## config.mk

```make
export PLATFORM = sky130hd
export DESIGN_NAME = tension_area
export DESIGN_NICKNAME = d
export VERILOG_FILES = /design/src/logic/tension_pkg.sv /design/src/logic/limit_check.sv /design/src/logic/tension_area.sv
export SDC_FILE = /design/constraint.sdc
export NUM_CORES = 1
export LEC_CHECK = 0
export ABC_AREA = 1
export BUFFER_PORTS_ARGS = -buffer_cell sky130_fd_sc_hd__buf_2
export CAP_MARGIN = 20
export CORE_AREA = 2 2 183 185
export DETAILED_ROUTE_END_ITERATION = 6
export DIE_AREA = 0 0 185 187
export GPL_TIMING_DRIVEN = 0
export PLACE_DENSITY = 0.74
export SLEW_MARGIN = 20
export SYNTH_ARGS = -nofsm -noshare
export SYNTH_HDL_FRONTEND = slang
export SYNTH_SLANG_ARGS = --single-unit
```

## constraint.sdc

```tcl
create_clock -name clk_sys_i -period 10.7 [get_ports clk_sys_i]
set_clock_uncertainty 0.05 [all_clocks]
set_input_delay 0 -clock clk_sys_i [delete_from_list [all_inputs] [get_ports clk_sys_i]]
set_output_delay 0 -clock clk_sys_i [all_outputs]
set_load 0.1 [all_outputs]
```

## src/logic/tension_pkg.sv

```systemverilog
// Purpose: constants and types shared by the tension status area logic
// Assumes: 25 MHz system clock, area reached only through byte messages
// Notes: offsets are byte numbers within the 16 byte communication area
`default_nettype none
package tension_pkg;
    // clock and timing
    localparam int unsigned CLK_HZ = 25_000_000;
    localparam int unsigned FLASH_MS = 250; // led half period in ms
    localparam int unsigned FLASH_CYCLES = (CLK_HZ / 1000) * FLASH_MS;
    // area offsets
    localparam logic [3:0] OFS_CMD = 4'h0;
    localparam logic [3:0] OFS_STATUS = 4'h1;
    localparam logic [3:0] OFS_TLOW = 4'h2;
    localparam logic [3:0] OFS_HI_IND_MSB = 4'h3;
    localparam logic [3:0] OFS_HI_IND_LSB = 4'h4;
    localparam logic [3:0] OFS_LO_IND_MSB = 4'h5;
    localparam logic [3:0] OFS_LO_IND_LSB = 4'h6;
    localparam logic [3:0] OFS_HI_STOP_MSB = 4'h7;
    localparam logic [3:0] OFS_HI_STOP_LSB = 4'h8;
    localparam logic [3:0] OFS_LO_STOP_MSB = 4'h9;
    localparam logic [3:0] OFS_LO_STOP_LSB = 4'hA;
    localparam logic [3:0] OFS_FILTER = 4'hD;
    localparam logic [3:0] OFS_LAST = 4'hF;
    localparam logic [1:0] REPORT_LAST = 2'h2; // three report bytes
    // command byte fields
    localparam int unsigned CMD_READ_BIT = 5;
    localparam int unsigned CMD_MODE_MSB = 7;
    localparam int unsigned CMD_MODE_LSB = 6;
    localparam logic [1:0] MODE_OFF = 2'h0;
    localparam logic [1:0] MODE_RESERVED = 2'h1;
    localparam logic [1:0] MODE_EVERY = 2'h2;
    localparam logic [1:0] MODE_EVENT = 2'h3;
    // status byte fields
    localparam int unsigned STAT_LO_STOP = 4;
    localparam int unsigned STAT_HI_STOP = 5;
    localparam int unsigned STAT_LO_IND = 6;
    localparam int unsigned STAT_HI_IND = 7;
    // values after reset
    localparam logic [7:0] RST_ZERO = 8'h00;
    localparam logic [7:0] RST_HI_STOP_LSB = 8'h01;
    localparam logic [7:0] RST_LO_STOP = 8'hFF;
    localparam logic [7:0] RST_FILTER = 8'h01;
    // one received byte of a host message
    typedef struct packed {
        logic valid;
        logic [3:0] index;
        logic [7:0] data;
    } rx_byte_type;
    // end of a host message
    typedef struct packed {
        logic done;
        logic good;
    } rx_end_type;
    // transmitter sequencing
    typedef enum {TX_IDLE, TX_AREA, TX_REPORT} tx_state_type;
endpackage : tension_pkg
`default_nettype wire

```

## src/logic/limit_check.sv

```systemverilog
// Purpose: one limit comparison with stop filter qualification
// Assumes: stitch_i is a one cycle pulse per accepted stitch
// Notes: a zero limit pair disables the test and clears the flag
`default_nettype none
module limit_check (
    // clock and reset
    input wire logic clk_sys_i,
    input wire logic sys_rst_i,
    // per stitch inputs
    input wire logic stitch_i,
    input wire logic enable_i,
    input wire logic out_i,
    input wire logic [3:0] filter_i,
    // qualified flag
    output logic flag_o
);
    logic [3:0] run; // stitches in a row out of limit
    logic [3:0] eff_filter; // zero filter treated as one
    logic [4:0] run_next;

    // count this stitch before comparing with the filter
    always_comb begin
        eff_filter = (filter_i == 4'h0) ? 4'h1 : filter_i;
        run_next = {1'b0, run} + 5'h01;
    end

    // saturating run counter and flag, both only move on a stitch
    always_ff @(posedge clk_sys_i or posedge sys_rst_i) begin
        if (sys_rst_i) begin
            run <= 4'h0;
            flag_o <= 1'b0;
        end else if (stitch_i) begin
            if (enable_i && out_i) begin
                run <= (run == 4'hF) ? run : run_next[3:0];
                flag_o <= (run_next >= {1'b0, eff_filter});
            end else begin
                run <= 4'h0;
                flag_o <= 1'b0;
            end
        end
    end
endmodule : limit_check
`default_nettype wire

```

## src/logic/tension_area.sv

```systemverilog
// Purpose: low part of the thread tension monitor communication area
// Assumes: serial framing, parity and checksum checks sit outside
// Notes: host writes arrive as indexed bytes closed by an end marker
`default_nettype none
module tension_area #(
    parameter int unsigned FLASH_CYCLES = tension_pkg::FLASH_CYCLES
) (
    // clock and reset
    input wire logic clk_sys_i,
    input wire logic sys_rst_i,
    // machine side
    input wire logic sync_i,
    input wire logic [11:0] tension_i,
    // host message receive side
    input wire tension_pkg::rx_byte_type rx_i,
    input wire tension_pkg::rx_end_type rx_end_i,
    // host transmit side
    output logic tx_valid_o,
    output logic [7:0] tx_data_o,
    input wire logic tx_ready_i,
    // alert and indicators
    output logic alert_o,
    output logic halted_o,
    output logic [3:0] led_o
);
    // synchroniser and edge detect for the sync pin
    logic sync_meta;
    logic sync_s;
    logic sync_d;
    logic sync_rise;
    // area storage
    logic [7:0] shadow [16]; // message under reception
    logic [7:0] cmd; // command byte
    logic [7:0] cfg [3:15]; // limits, filter, range, checksum
    logic [3:0] tension_hi; // upper tension bits
    logic [7:0] tension_low; // lower tension bits
    logic [7:0] status; // composed status byte
    // measurement control
    logic comm_seen; // any host byte since power on
    logic first_sync_seen;
    logic force_stop; // both stop flags forced
    logic stitch_take; // accepted stitch this cycle
    logic stitch_done; // flags settled one cycle later
    logic [11:0] tension_now;
    logic [3:0] flag; // hi_ind, lo_ind, hi_stop, lo_stop
    logic [15:0] hi_ind_lim;
    logic [15:0] lo_ind_lim;
    logic [15:0] hi_stop_lim;
    logic [15:0] lo_stop_lim;
    logic [1:0] mode;
    logic area_write; // good message that modifies the area
    // transmitter
    tension_pkg::tx_state_type state;
    logic [3:0] tx_idx;
    logic area_pend;
    logic report_pend;
    logic report_go; // stitch result wants a report
    logic tx_take;
    logic [7:0] report_sum;
    // led flashing
    logic [31:0] flash_cnt;
    logic flash;

    // two flops before the sync pin is looked at
    always_ff @(posedge clk_sys_i or posedge sys_rst_i) begin
        if (sys_rst_i) begin
            sync_meta <= 1'b0;
            sync_s <= 1'b0;
            sync_d <= 1'b0;
        end else begin
            sync_meta <= sync_i;
            sync_s <= sync_meta;
            sync_d <= sync_s;
        end
    end

    // derived terms; a halted monitor ignores stitches
    always_comb begin
        sync_rise = sync_s && !sync_d;
        stitch_take = sync_rise && !halted_o;
        tension_now = tension_i;
        mode = cmd[tension_pkg::CMD_MODE_MSB:tension_pkg::CMD_MODE_LSB];
        area_write = rx_end_i.done && rx_end_i.good
            && !shadow[tension_pkg::OFS_CMD][tension_pkg::CMD_READ_BIT];
        hi_ind_lim = {cfg[tension_pkg::OFS_HI_IND_MSB], cfg[tension_pkg::OFS_HI_IND_LSB]};
        lo_ind_lim = {cfg[tension_pkg::OFS_LO_IND_MSB], cfg[tension_pkg::OFS_LO_IND_LSB]};
        hi_stop_lim = {cfg[tension_pkg::OFS_HI_STOP_MSB], cfg[tension_pkg::OFS_HI_STOP_LSB]};
        lo_stop_lim = {cfg[tension_pkg::OFS_LO_STOP_MSB], cfg[tension_pkg::OFS_LO_STOP_LSB]};
        // flags and upper tension bits share one read only byte
        status = {flag[3], flag[2], flag[1] | force_stop, flag[0] | force_stop,
                  tension_hi};
        report_sum = status + tension_low; // simple byte sum
        tx_valid_o = (state != tension_pkg::TX_IDLE);
        tx_take = tx_valid_o && tx_ready_i;
    end

    // four limit tests, each filtered by the stop filter count
    limit_check u_hi_ind (.clk_sys_i(clk_sys_i), .sys_rst_i(sys_rst_i),
        .stitch_i(stitch_take), .enable_i(hi_ind_lim != 16'h0000),
        .out_i({4'h0, tension_now} > hi_ind_lim),
        .filter_i(cfg[tension_pkg::OFS_FILTER][3:0]), .flag_o(flag[3]));
    limit_check u_lo_ind (.clk_sys_i(clk_sys_i), .sys_rst_i(sys_rst_i),
        .stitch_i(stitch_take), .enable_i(lo_ind_lim != 16'h0000),
        .out_i({4'h0, tension_now} < lo_ind_lim),
        .filter_i(cfg[tension_pkg::OFS_FILTER][3:0]), .flag_o(flag[2]));
    limit_check u_hi_stop (.clk_sys_i(clk_sys_i), .sys_rst_i(sys_rst_i),
        .stitch_i(stitch_take), .enable_i(hi_stop_lim != 16'h0000),
        .out_i({4'h0, tension_now} > hi_stop_lim),
        .filter_i(cfg[tension_pkg::OFS_FILTER][3:0]), .flag_o(flag[1]));
    limit_check u_lo_stop (.clk_sys_i(clk_sys_i), .sys_rst_i(sys_rst_i),
        .stitch_i(stitch_take), .enable_i(lo_stop_lim != 16'h0000),
        .out_i({4'h0, tension_now} < lo_stop_lim),
        .filter_i(cfg[tension_pkg::OFS_FILTER][3:0]), .flag_o(flag[0]));

    // latest stitch tension, split over two read only bytes
    always_ff @(posedge clk_sys_i or posedge sys_rst_i) begin
        if (sys_rst_i) begin
            tension_hi <= 4'h0;
            tension_low <= tension_pkg::RST_ZERO;
            stitch_done <= 1'b0;
        end else begin
            stitch_done <= stitch_take;
            if (stitch_take) begin
                tension_hi <= tension_now[11:8];
                tension_low <= tension_now[7:0];
            end
        end
    end

    // no host traffic before the first sync forces both stop flags
    always_ff @(posedge clk_sys_i or posedge sys_rst_i) begin
        if (sys_rst_i) begin
            comm_seen <= 1'b0;
            first_sync_seen <= 1'b0;
            force_stop <= 1'b0;
        end else begin
            if (rx_i.valid) begin
                comm_seen <= 1'b1;
            end
            if (stitch_take) begin
                first_sync_seen <= 1'b1;
                force_stop <= !first_sync_seen && !comm_seen;
            end
        end
    end

    // bytes are held aside until the message closes, so a bad one writes nothing
    always_ff @(posedge clk_sys_i or posedge sys_rst_i) begin
        if (sys_rst_i) begin
            for (int i = 0; i < 16; i++) begin
                shadow[i] <= tension_pkg::RST_ZERO;
            end
        end else if (rx_i.valid) begin
            shadow[rx_i.index] <= rx_i.data;
        end
    end

    // writable area bytes; read only bytes 1 and 2 are never taken
    always_ff @(posedge clk_sys_i or posedge sys_rst_i) begin
        if (sys_rst_i) begin
            cmd <= tension_pkg::RST_ZERO;
            for (int i = 3; i < 16; i++) begin
                cfg[i] <= tension_pkg::RST_ZERO;
            end
            cfg[tension_pkg::OFS_HI_STOP_LSB] <= tension_pkg::RST_HI_STOP_LSB;
            cfg[tension_pkg::OFS_LO_STOP_MSB] <= tension_pkg::RST_LO_STOP;
            cfg[tension_pkg::OFS_LO_STOP_LSB] <= tension_pkg::RST_LO_STOP;
            cfg[tension_pkg::OFS_FILTER] <= tension_pkg::RST_FILTER;
        end else if (area_write) begin
            cmd <= shadow[tension_pkg::OFS_CMD];
            for (int i = 3; i < 16; i++) begin
                cfg[i] <= shadow[i];
            end
        end
    end

    // stop limit in a reporting mode halts measuring until the host writes
    always_ff @(posedge clk_sys_i or posedge sys_rst_i) begin
        if (sys_rst_i) begin
            halted_o <= 1'b0;
        end else if (stitch_done && mode[1]
                     && (status[tension_pkg::STAT_HI_STOP] || status[tension_pkg::STAT_LO_STOP])) begin
            halted_o <= 1'b1;
        end else if (area_write) begin
            halted_o <= 1'b0;
        end
    end

    // report decision once the flags of the new stitch have settled
    always_comb begin
        case (mode)
            tension_pkg::MODE_EVERY: report_go = stitch_done;
            tension_pkg::MODE_EVENT: report_go = stitch_done && (status[7:4] != 4'h0);
            default: report_go = 1'b0; // off and reserved stay silent
        endcase
    end

    // pending requests; a new request wins over the clear of the same cycle
    always_ff @(posedge clk_sys_i or posedge sys_rst_i) begin
        if (sys_rst_i) begin
            area_pend <= 1'b0;
            report_pend <= 1'b0;
        end else begin
            if (rx_end_i.done) begin
                area_pend <= 1'b1;
            end else if (state == tension_pkg::TX_IDLE) begin
                area_pend <= 1'b0;
            end
            if (report_go) begin
                report_pend <= 1'b1;
            end else if (state == tension_pkg::TX_IDLE && !area_pend) begin
                report_pend <= 1'b0;
            end
        end
    end

    // transmitter: bytes follow back to back while the host takes them
    always_ff @(posedge clk_sys_i or posedge sys_rst_i) begin
        if (sys_rst_i) begin
            state <= tension_pkg::TX_IDLE;
            tx_idx <= 4'h0;
            tx_data_o <= tension_pkg::RST_ZERO;
        end else begin
            case (state)
                tension_pkg::TX_IDLE: begin
                    tx_idx <= 4'h0;
                    if (area_pend) begin
                        state <= tension_pkg::TX_AREA;
                        tx_data_o <= cmd;
                    end else if (report_pend) begin
                        state <= tension_pkg::TX_REPORT;
                        tx_data_o <= status;
                    end
                end
                tension_pkg::TX_AREA: begin
                    if (tx_take) begin
                        tx_idx <= tx_idx + 4'h1;
                        if (tx_idx == tension_pkg::OFS_LAST) begin
                            state <= tension_pkg::TX_IDLE;
                        end else if (tx_idx + 4'h1 == tension_pkg::OFS_STATUS) begin
                            tx_data_o <= status;
                        end else if (tx_idx + 4'h1 == tension_pkg::OFS_TLOW) begin
                            tx_data_o <= tension_low;
                        end else begin
                            tx_data_o <= cfg[tx_idx + 4'h1];
                        end
                    end
                end
                tension_pkg::TX_REPORT: begin
                    if (tx_take) begin
                        tx_idx <= tx_idx + 4'h1;
                        if (tx_idx[1:0] == tension_pkg::REPORT_LAST) begin
                            state <= tension_pkg::TX_IDLE;
                        end else if (tx_idx == 4'h0) begin
                            tx_data_o <= tension_low;
                        end else begin
                            tx_data_o <= report_sum;
                        end
                    end
                end
                default: state <= tension_pkg::TX_IDLE;
            endcase
        end
    end

    // flash timer; a long period so the operator can see it
    always_ff @(posedge clk_sys_i or posedge sys_rst_i) begin
        if (sys_rst_i) begin
            flash_cnt <= 32'h0000_0000;
            flash <= 1'b0;
        end else if (flash_cnt >= FLASH_CYCLES - 1) begin
            flash_cnt <= 32'h0000_0000;
            flash <= !flash;
        end else begin
            flash_cnt <= flash_cnt + 32'h0000_0001;
        end
    end

    // alert follows the halt; stop leds flash while halted
    always_comb begin
        alert_o = halted_o;
        led_o = {status[7:6], status[5:4] & {2{!halted_o || flash}}};
    end

    // checks
    a_read_keeps_area: assert property (@(posedge clk_sys_i) disable iff (sys_rst_i)
        rx_end_i.done && shadow[tension_pkg::OFS_CMD][tension_pkg::CMD_READ_BIT]
        |=> $stable(cmd) && $stable(cfg[tension_pkg::OFS_HI_IND_MSB]))
        else $error("read request changed the area");
    a_write_loads_area: assert property (@(posedge clk_sys_i) disable iff (sys_rst_i)
        area_write |=> cfg[tension_pkg::OFS_HI_IND_MSB] == $past(shadow[tension_pkg::OFS_HI_IND_MSB])
        && cmd == $past(shadow[tension_pkg::OFS_CMD]))
        else $error("write message not stored");
    a_echo_starts: assert property (@(posedge clk_sys_i) disable iff (sys_rst_i)
        rx_end_i.done && state == tension_pkg::TX_IDLE
        |=> ##1 state == tension_pkg::TX_AREA && tx_data_o == cmd)
        else $error("area echo did not start");
    a_mode_gates_report: assert property (@(posedge clk_sys_i) disable iff (sys_rst_i)
        $rose(report_pend) |-> $past(mode[1]))
        else $error("report raised with reporting off");
    a_every_reports: assert property (@(posedge clk_sys_i) disable iff (sys_rst_i)
        stitch_done && mode == tension_pkg::MODE_EVERY |=> report_pend)
        else $error("stitch report missing");
    a_stop_halts: assert property (@(posedge clk_sys_i) disable iff (sys_rst_i)
        stitch_done && mode[1] && status[5:4] != 2'h0 && !area_write |=> halted_o && alert_o)
        else $error("stop limit did not halt");
    a_halt_freezes: assert property (@(posedge clk_sys_i) disable iff (sys_rst_i)
        halted_o |=> $stable(tension_low) && $stable(tension_hi))
        else $error("tension moved while halted");
    a_tension_split: assert property (@(posedge clk_sys_i) disable iff (sys_rst_i)
        stitch_take |=> status[3:0] == $past(tension_i[11:8])
        && tension_low == $past(tension_i[7:0]))
        else $error("tension bytes wrong");
    a_first_sync_force: assert property (@(posedge clk_sys_i) disable iff (sys_rst_i)
        stitch_take && !first_sync_seen && !comm_seen |=> status[5:4] == 2'h3)
        else $error("stop flags not forced");
    a_report_length: assert property (@(posedge clk_sys_i) disable iff (sys_rst_i)
        state == tension_pkg::TX_REPORT && tx_take && tx_idx == 4'h2 |=> state == tension_pkg::TX_IDLE)
        else $error("report not three bytes");
    c_report_sent: cover property (@(posedge clk_sys_i) disable iff (sys_rst_i)
        state == tension_pkg::TX_REPORT && tx_take && tx_idx == 4'h2);
    c_area_echo: cover property (@(posedge clk_sys_i) disable iff (sys_rst_i)
        state == tension_pkg::TX_AREA && tx_take && tx_idx == tension_pkg::OFS_LAST);
    c_halt: cover property (@(posedge clk_sys_i) disable iff (sys_rst_i) $rose(halted_o));
    c_force: cover property (@(posedge clk_sys_i) disable iff (sys_rst_i) $rose(force_stop));
endmodule : tension_area
`default_nettype wire

```

==> results.txt, run 1 <==
- Power Density: 250 mW/mm^2
- Area enclosed by the die boundary: 0.0346 mm^2
* Cell type with the highest aggregate area in the netlist: dfrtp_1
* Gp weighted congestion: 0.987
- Delay-heaviest family, CP: buffers and inverters
- Max rail drop VDD: 0.169 mV
- Number of instances in the placed design: 2520
* Violations in the final reports: hold timing
* Crit Path Category: register to register
- Worst-case clock buffer depth: 3
- Post-synthesis instance area: 0.0161 mm^2
* Slowest stage delay, CP: 0.41 ns
- At the worst endpoint, the required time is 11.06 ns.
- The tightest min-delay check is of the primary input to async pin type.
* WP depth: 16
- Global-route wire length before repair: 73600 um
- Width of the die: 185 um
- Once the clock tree was built, the resizer swapped 0 gates to a different size.
* Final Cycle Share: 28.1%
- The top cell type by area accounts for 45.8% of the synthesized area.
- Data arrives at the worst endpoint at 3.37 ns.
* Crit path capture type: register
- # diodes: 0
- Setup violations remaining at the end of the flow were counted as 0.
- Setup repair after global routing left no endpoint under its margin.
- Final instance area: 0.0186 mm^2
- Clk root buf: clkbuf_16
- Status: finished with violations
- Post-route insts no fill: 2617
* Post-synthesis cell count: 2016
* Post-synthesis sequential area ratio: 48.7%
- Final worst hold slack: -0.00903 ns
* Routed wire length per instance: 17.6 um
- Hold_buf cts: 35
* Top_reg_cell synth: dfrtp_1
- CTS tree: yes
- Starting density of the core: 49.1%
- Worst relative slew slack: 34.1%
* Detailed Route WL: 46200 um
- The detailed router finished its first iteration with 1402 violations.
- I/O Buffers: 45
* Floorplan core area: 0.0329 mm^2
* Iteration count of the initial detailed-routing pass: 6
- Initial antenna violation count: 0
- A synthesized cell averages 8.00 um^2.
- Final Max Slew Viols: 0
- Counting the fill cells in the layout gives 2948.
* Total leakage power: 9.28 nW
- For the pin with the worst max-slew slack, the measured transition is 0.989 ns.
- Gr ovfl total: 0
- The design draws 4.65 mW.
* Library cell appearing most often on the critical path: nand2_1
- Clock-pin slew was measured on the worst setup and hold paths at 0.06 ns.
- Buffers inserted during clock tree synthesis total 35.
- Yosys printed 0 warnings.
- Summing over every cut layer, the via total after detailed routing is 14357.
* Count of buffers added by post-CTS timing repair for setup: 0
- IO Count: 46
- The synthesized design contains 0 enable-type register cells.
* Clock period minus final worst setup slack: 3.01 ns
- For the worst-skew pair, the clock arrives at the later sink with an insertion delay of 0.54 ns.
- Dividing the detail-routed via count by the number of cells gives 5.49.
* Max H-tree Level: 2
- Share of flip-flops with an asynchronous set or reset: 100%
- Synthesized flop and latch total: 313
* Final-layout setup total negative slack: 0 ns
* Worst Setup Start Kind: register
- The final layout contains 2259 nets.
* Critical path buffer and inverter count: 6
- Site Rows: 67
- Number of global-route vias before repair: 13885
- Number of design rule violations left after detail routing: 0
* Final HPWL from detailed placement: 32900 um
- Placed cell area: 0.0170 mm^2
* Max Clock Freq: 332 MHz
* Cell breakdown of the critical path: buf_4 -> inv_2 -> buf_2 -> ha_1 -> buf_2 -> inv_2 -> buf_2 -> nand3_1 -> nand3_1 -> nand3_1 -> nand3_1 -> nand2_1 -> nand2_1 -> nand2_1 -> nand2_1 -> nand2_1
- The detail route stage leaves a number of antenna-violating nets equal to 0.
- Top area cells in the synthesized netlist: dfrtp_1, nand2_1, ha_1, o21ai_0, inv_1
- Synth cell types: 51
- Layout overhead on the synthesized area: 15.4%
- Max Fanout on Critical Path: 12
- Entering global routing, the biggest net connects 92 pins.
- The largest individual stage delay along the critical path comes from the cell dfrtp_1.
- All-Layer GR Usage: 27.2%
* Die Span Y: 187 um
- The post-route netlist has 9.96% of its cells at a drive strength greater than 1.
- Number of cells traversed by the worst register-to-register path: 16
- Max-cap violations in this run came to 0.
* Hold Vio Cnt, Final: 4
- The clock drives 313 sinks.
## layer usage
layer  vias to the layer above  wire length [um]  GRT usage (%)
li1                       6767                 -              -
met1                      6809             18900           35.2
met2                       604             21400           44.6
met3                       177              3400           4.54
met4                         0              2450           12.6
met5                         -                 0              0
## worst min-delay path, stage by stage
cell and delay [ns]:
dlygate4sd3_1 0.53, buf_2 0.15, inv_8 0.29
## state kept, by name, indices dropped and copies added, names as in the netlist, 2 cells and up
name / cells
cfg: 104
cmd: 8
flash_cnt: 32
shadow: 112
state: 2
tension_hi: 4
tension_low: 8
tx_data_o: 8
tx_idx: 4
u_hi_ind.run: 4
u_hi_stop.run: 4
u_lo_ind.run: 4
u_lo_stop.run: 4
## cell type report
cell class / count / area, um^2 / area share (%)
sequential: 313 / 7860 / 42.2
multi-input combinational: 1412 / 7080 / 38.0
clock buffer: 46 / 997 / 5.36
inverter: 217 / 825 / 4.43
timing repair buffer: 83 / 658 / 3.54
tap: 448 / 561 / 3.01
buffer: 82 / 407 / 2.19
clock inverter: 16 / 230 / 1.24
## report_power, final
group,leakage (nW),switching (mW),internal [mW],total (mW)
Combinational,4.72,1.18,0.530,1.71
Clock,0.609,0.498,0.782,1.28
Sequential,3.95,0.200,1.46,1.66
## cells in the mapped netlist, types with 6 or more instances
cell      count
o21ai_1      34
nor3_2        8
ha_1         83
dfrtp_1     295
a21oi_1      72
nor3_1       15
nor2_1      101
nand3_1     122
dfstp_2      18
o211ai_1     14
xnor2_1       6
buf_2        31
xor2_1        8
nand4_1      40
inv_2        11
nand2_1     672
clkbuf_1     39
inv_1       203
buf_4         8
o21ai_0     181
## layout by cell type, fill, tap and decap left out, drive strengths merged, types with 2 or more instances in the layout
cell	count
nand2	678
ha	83
o2111ai	2
inv	218
nand4	42
dfstp	18
nor3	24
o211ai	14
nor2	108
xor2	8
nand3	124
clkbuf	85
o21ai	215
dlygate4sd3	35
or2	5
buf	91
clkinv	9
conb	9
nor4	4
a21oi	73
o22ai	3
o31ai	3
bufinv	5
xnor2	6
a31oi	3
dfrtp	295
## through the flow
step           hold slack [ns]  utilization [%]  setup WS (ns)
2_1_floorplan          -0.0186                -           2.02
3_3_place_gp            0.0631             51.5          -1.12
3_5_place_dp           0.00933             51.8           7.83
4_1_cts                0.00452             56.6           7.82
5_1_grt                 0.0370             56.6           7.54
6_report              -0.00903             56.6           7.69
## worst paths after layout
path | startpoint | endpoint | slack, ns
hold / removal | sys_rst_i | state[1] | -0.009
setup / recovery | tx_idx[0] | tx_data_o[5] | 7.69
min in group clk_sys_i | rx_i[9] | shadow[28] | 0
hold reg to reg | sync_meta | sync_s | 0.30
setup reg to reg | tx_idx[0] | tx_data_o[5] | 7.69
max in group asynchronous | sys_rst_i | cfg[48] | 8.98
## logic make-up (layout without fill, tap and decap cells)
logic type	Yosys count	in the layout	share of synthesized area [%]
xor gates and xnor gates	14	14	0.761
buffers and inverters	299	444	7.59
DFF	313	313	48.7
AOI/OAI and AO/OA	318	318	10.4
adders and majority gates	84	84	6.57
other	1	9	0.0233
and+or+nand+nor	987	987	26.0
No activity file was read; power rests on OpenSTA's default activity.
==> run 2, diff against run 1 <==
==> constraint.sdc (replaced) <==
create_clock -name clk_sys_i -period 2.85 [get_ports clk_sys_i]
set_clock_uncertainty 0.05 [all_clocks]
set_input_delay 0 -clock clk_sys_i [delete_from_list [all_inputs] [get_ports clk_sys_i]]
set_output_delay 0 -clock clk_sys_i [all_outputs]
set_load 0.1 [all_outputs]
==> results.txt, run 2 (synthesis results as in run 1) <==
- Across all hold checks on the routed design, the worst slack comes to -0.00460 ns.
- In this run the remaining antenna-violating nets after routing total 0.
- Counting buffers and inverters, the worst setup path is 16 cells deep.
* Iteration count of the initial detailed-routing pass: 5
- Slowest cell on crit path: dfrtp_1
- Setup total negative slack on the finished layout was measured at 0 ns.
- Number of cells traversed by the worst register-to-register path: 16
- STA classifies the critical path endpoint as a register.
- Final layout net count: 2267
- Count of buffers added by post-CTS timing repair for setup: 0
* Power Density: 917 mW/mm^2
- Crit Path Category: register to register
* Largest net degree at the start of global routing: 36
- Violations in the final reports: hold timing
* Register with the highest flop count: shadow
- Dividing the detail-routed via count by the number of cells gives 5.41.
- In this run the most used layer during global routing was met2.
- Max rail drop VDD: 0.802 mV
* Initial antenna violation count: 0
- Routed wire length per instance: 17.6 um
* Number of global-route vias before repair: 13689
- The initialized floorplan defines 67 standard-cell rows.
- Critical path buffer and inverter count: 6
* Regs by FF count: shadow (112), cfg (104), flash_cnt (32)
* Status: finished with violations
* Drt first-iter violations: 1294
- For this run, global-route usage on met3 was measured as 4.42%.
- Max-cap violations in this run came to 0.
* Max FFs per register: 112
* Met2 capacity usage during global routing: 43.9%
* Number of design rule violations left after detail routing: 0
* Floorplan core area: 0.0329 mm^2
- Final Cycle Share: 97.8%
* # diodes: 0
* Sinks on the clock net: 313
* CTS tree: yes
- 46 I/O pins were placed.
* Clk root buf: clkbuf_16
* Area enclosed by the die boundary: 0.0346 mm^2
* Cell breakdown of the critical path: buf_4 -> inv_2 -> buf_6 -> ha_1 -> buf_2 -> inv_2 -> buf_6 -> nand3_1 -> nand3_1 -> nand3_1 -> nand3_1 -> nand2_1 -> nand2_1 -> nand2_1 -> nand2_1 -> nand2_1
* All-Layer GR Usage: 27.2%
* Delay-heaviest family, CP: buffers and inverters
- Once placement finished, the instance area stood at 0.0172 mm^2.
- In this run the number of H-tree levels came out at 2.
- Hold Vio Cnt, Final: 5
- Summed over all nets, the half-perimeter wirelength after detailed placement is 33900 um.
* Fraction of final layout cells with drive strength greater than 1: 9.83%
- The worst setup path is launched from a register.
* Clock period minus final worst setup slack: 2.79 ns
- Once routing completed, OpenROAD measured the worst setup slack at 0.0619 ns.
- For the worst-skew pair, the clock arrives at the later sink with an insertion delay of 0.54 ns.
* Global-route wire length before repair: 72700 um
* Most frequent standard cell in the layout excluding fill and tap cells: nand2_1
- Final instance area: 0.0186 mm^2
* Total via count after detailed routing: 14185
- For the worst setup path, the data required time is 3.22 ns.
* Gp weighted congestion: 0.971
* Layout overhead on the synthesized area: 15.7%
- Transition time at the pin with the least slew margin: 0.984 ns
- The analysis attributes to cell leakage a power of 9.28 nW.
* Clock buffers created by TritonCTS: 36
* Width of the die: 185 um
* Starting density of the core: 49.1%
- Clock Pin Slew Worst Setup and Hold Paths: 0.06 ns
* Commonest cells after routing, fill and taps aside: nand2_1, dfrtp_1, inv_1, o21ai_0, nand3_1
* Max Clock Freq: 359 MHz
- The longest clock path from root to sink contains 3 buffers.
- The final-report max-slew violation count came to 0.
* Worst relative slew slack: 34.4%
- Library cell appearing most often on the critical path: nand2_1
* Signal arrival time at the worst endpoint: 3.15 ns
- Die Span Y: 187 um
- Max Fanout on Critical Path: 12
- In this run the worst hold path is classified as primary input to async pin.
- Total of endpoints with negative setup slack in the final report: 0
* Post-placement worst setup slack: -0.0383 ns
- Global routing consumed, on the met1 layer, 35.6% of the routing resources.
- Setup repair after global routing missed its margin: false
- The total overflow left after global routing is 0.
- On the worst path, the slowest cell contributes a delay of 0.41 ns.
- The count of buffers added on input and output ports is 45.
* Detailed Route WL: 46300 um
* Fill cell count: 2990
## run 2: changes by cell type in the layout (fill, tap and decap cells not counted), sizes merged
| cell | delta |
|---|---|
| inv | -2 |
| buf | +6 |
| clkbuf | +9 |
| clkinv | -2 |
| bufinv | -4 |
## run 2: worst paths after layout
path	startpoint	endpoint	slack, ns
worst max-delay path	tx_idx[0]	tx_data_o[2]	0.06
worst min-delay path	sys_rst_i	tx_data_o[3]	-0.005
worst max register to register	tx_idx[0]	tx_data_o[2]	0.06
worst min register to register	sync_meta	sync_s	0.31
max in group asynchronous	sys_rst_i	cfg[40]	1.46
min in group clk_sys_i	rx_i[9]	shadow[44]	0.02
## run 2: worst min-delay path, stage by stage
cell	delay, ns
dlygate4sd3_1	0.53
buf_2	0.13
clkinvlp_4	0.33
## run 2: where the power goes
| part | leakage, nW | switching (mW) | internal, mW |
|---|---|---|---|
| clock | 0.552 | 1.84 | 2.60 |
| combinational | 4.78 | 4.39 | 2.05 |
| sequential | 3.95 | 0.738 | 5.50 |
## run 2: repair_timing
item | in CTS | in global routing
gates resized for setup | 1 | 8
hold endpoints to repair | 182 | 0
setup endpoints to repair | 6 | 8
pin swaps | 0 | 0
hold buffers | 35 | 0
## run 2: layout make-up
class	count	area [um^2]	area share [%]
repair buffers	90	783	4.20
well taps	448	561	3.01
multi-input cells	1412	7080	38.0
clock inverters	8	95.1	0.510
inverters	217	821	4.40
flip-flops and latches	313	7860	42.1
plain buffers	82	428	2.29
clock buffers	54	1030	5.51
## run 2: layer usage
layer | vias to the layer above | routed length, um
met5 | - | 0
met4 | 0 | 2390
met3 | 128 | 3370
met2 | 544 | 21300
met1 | 6730 | 19200
li1 | 6783 | -
## run 2: stage by stage
stage | util (%) | cells | total power [mW]
after global placement | 51.6 | 2517 | 12.3
after CTS | 56.7 | 2624 | 17.0
final | 56.8 | 2624 | 17.1
after floorplan | - | 2024 | 10.7
after detailed placement | 52.2 | 2527 | 12.5
after global routing | 56.8 | 2624 | 18.2
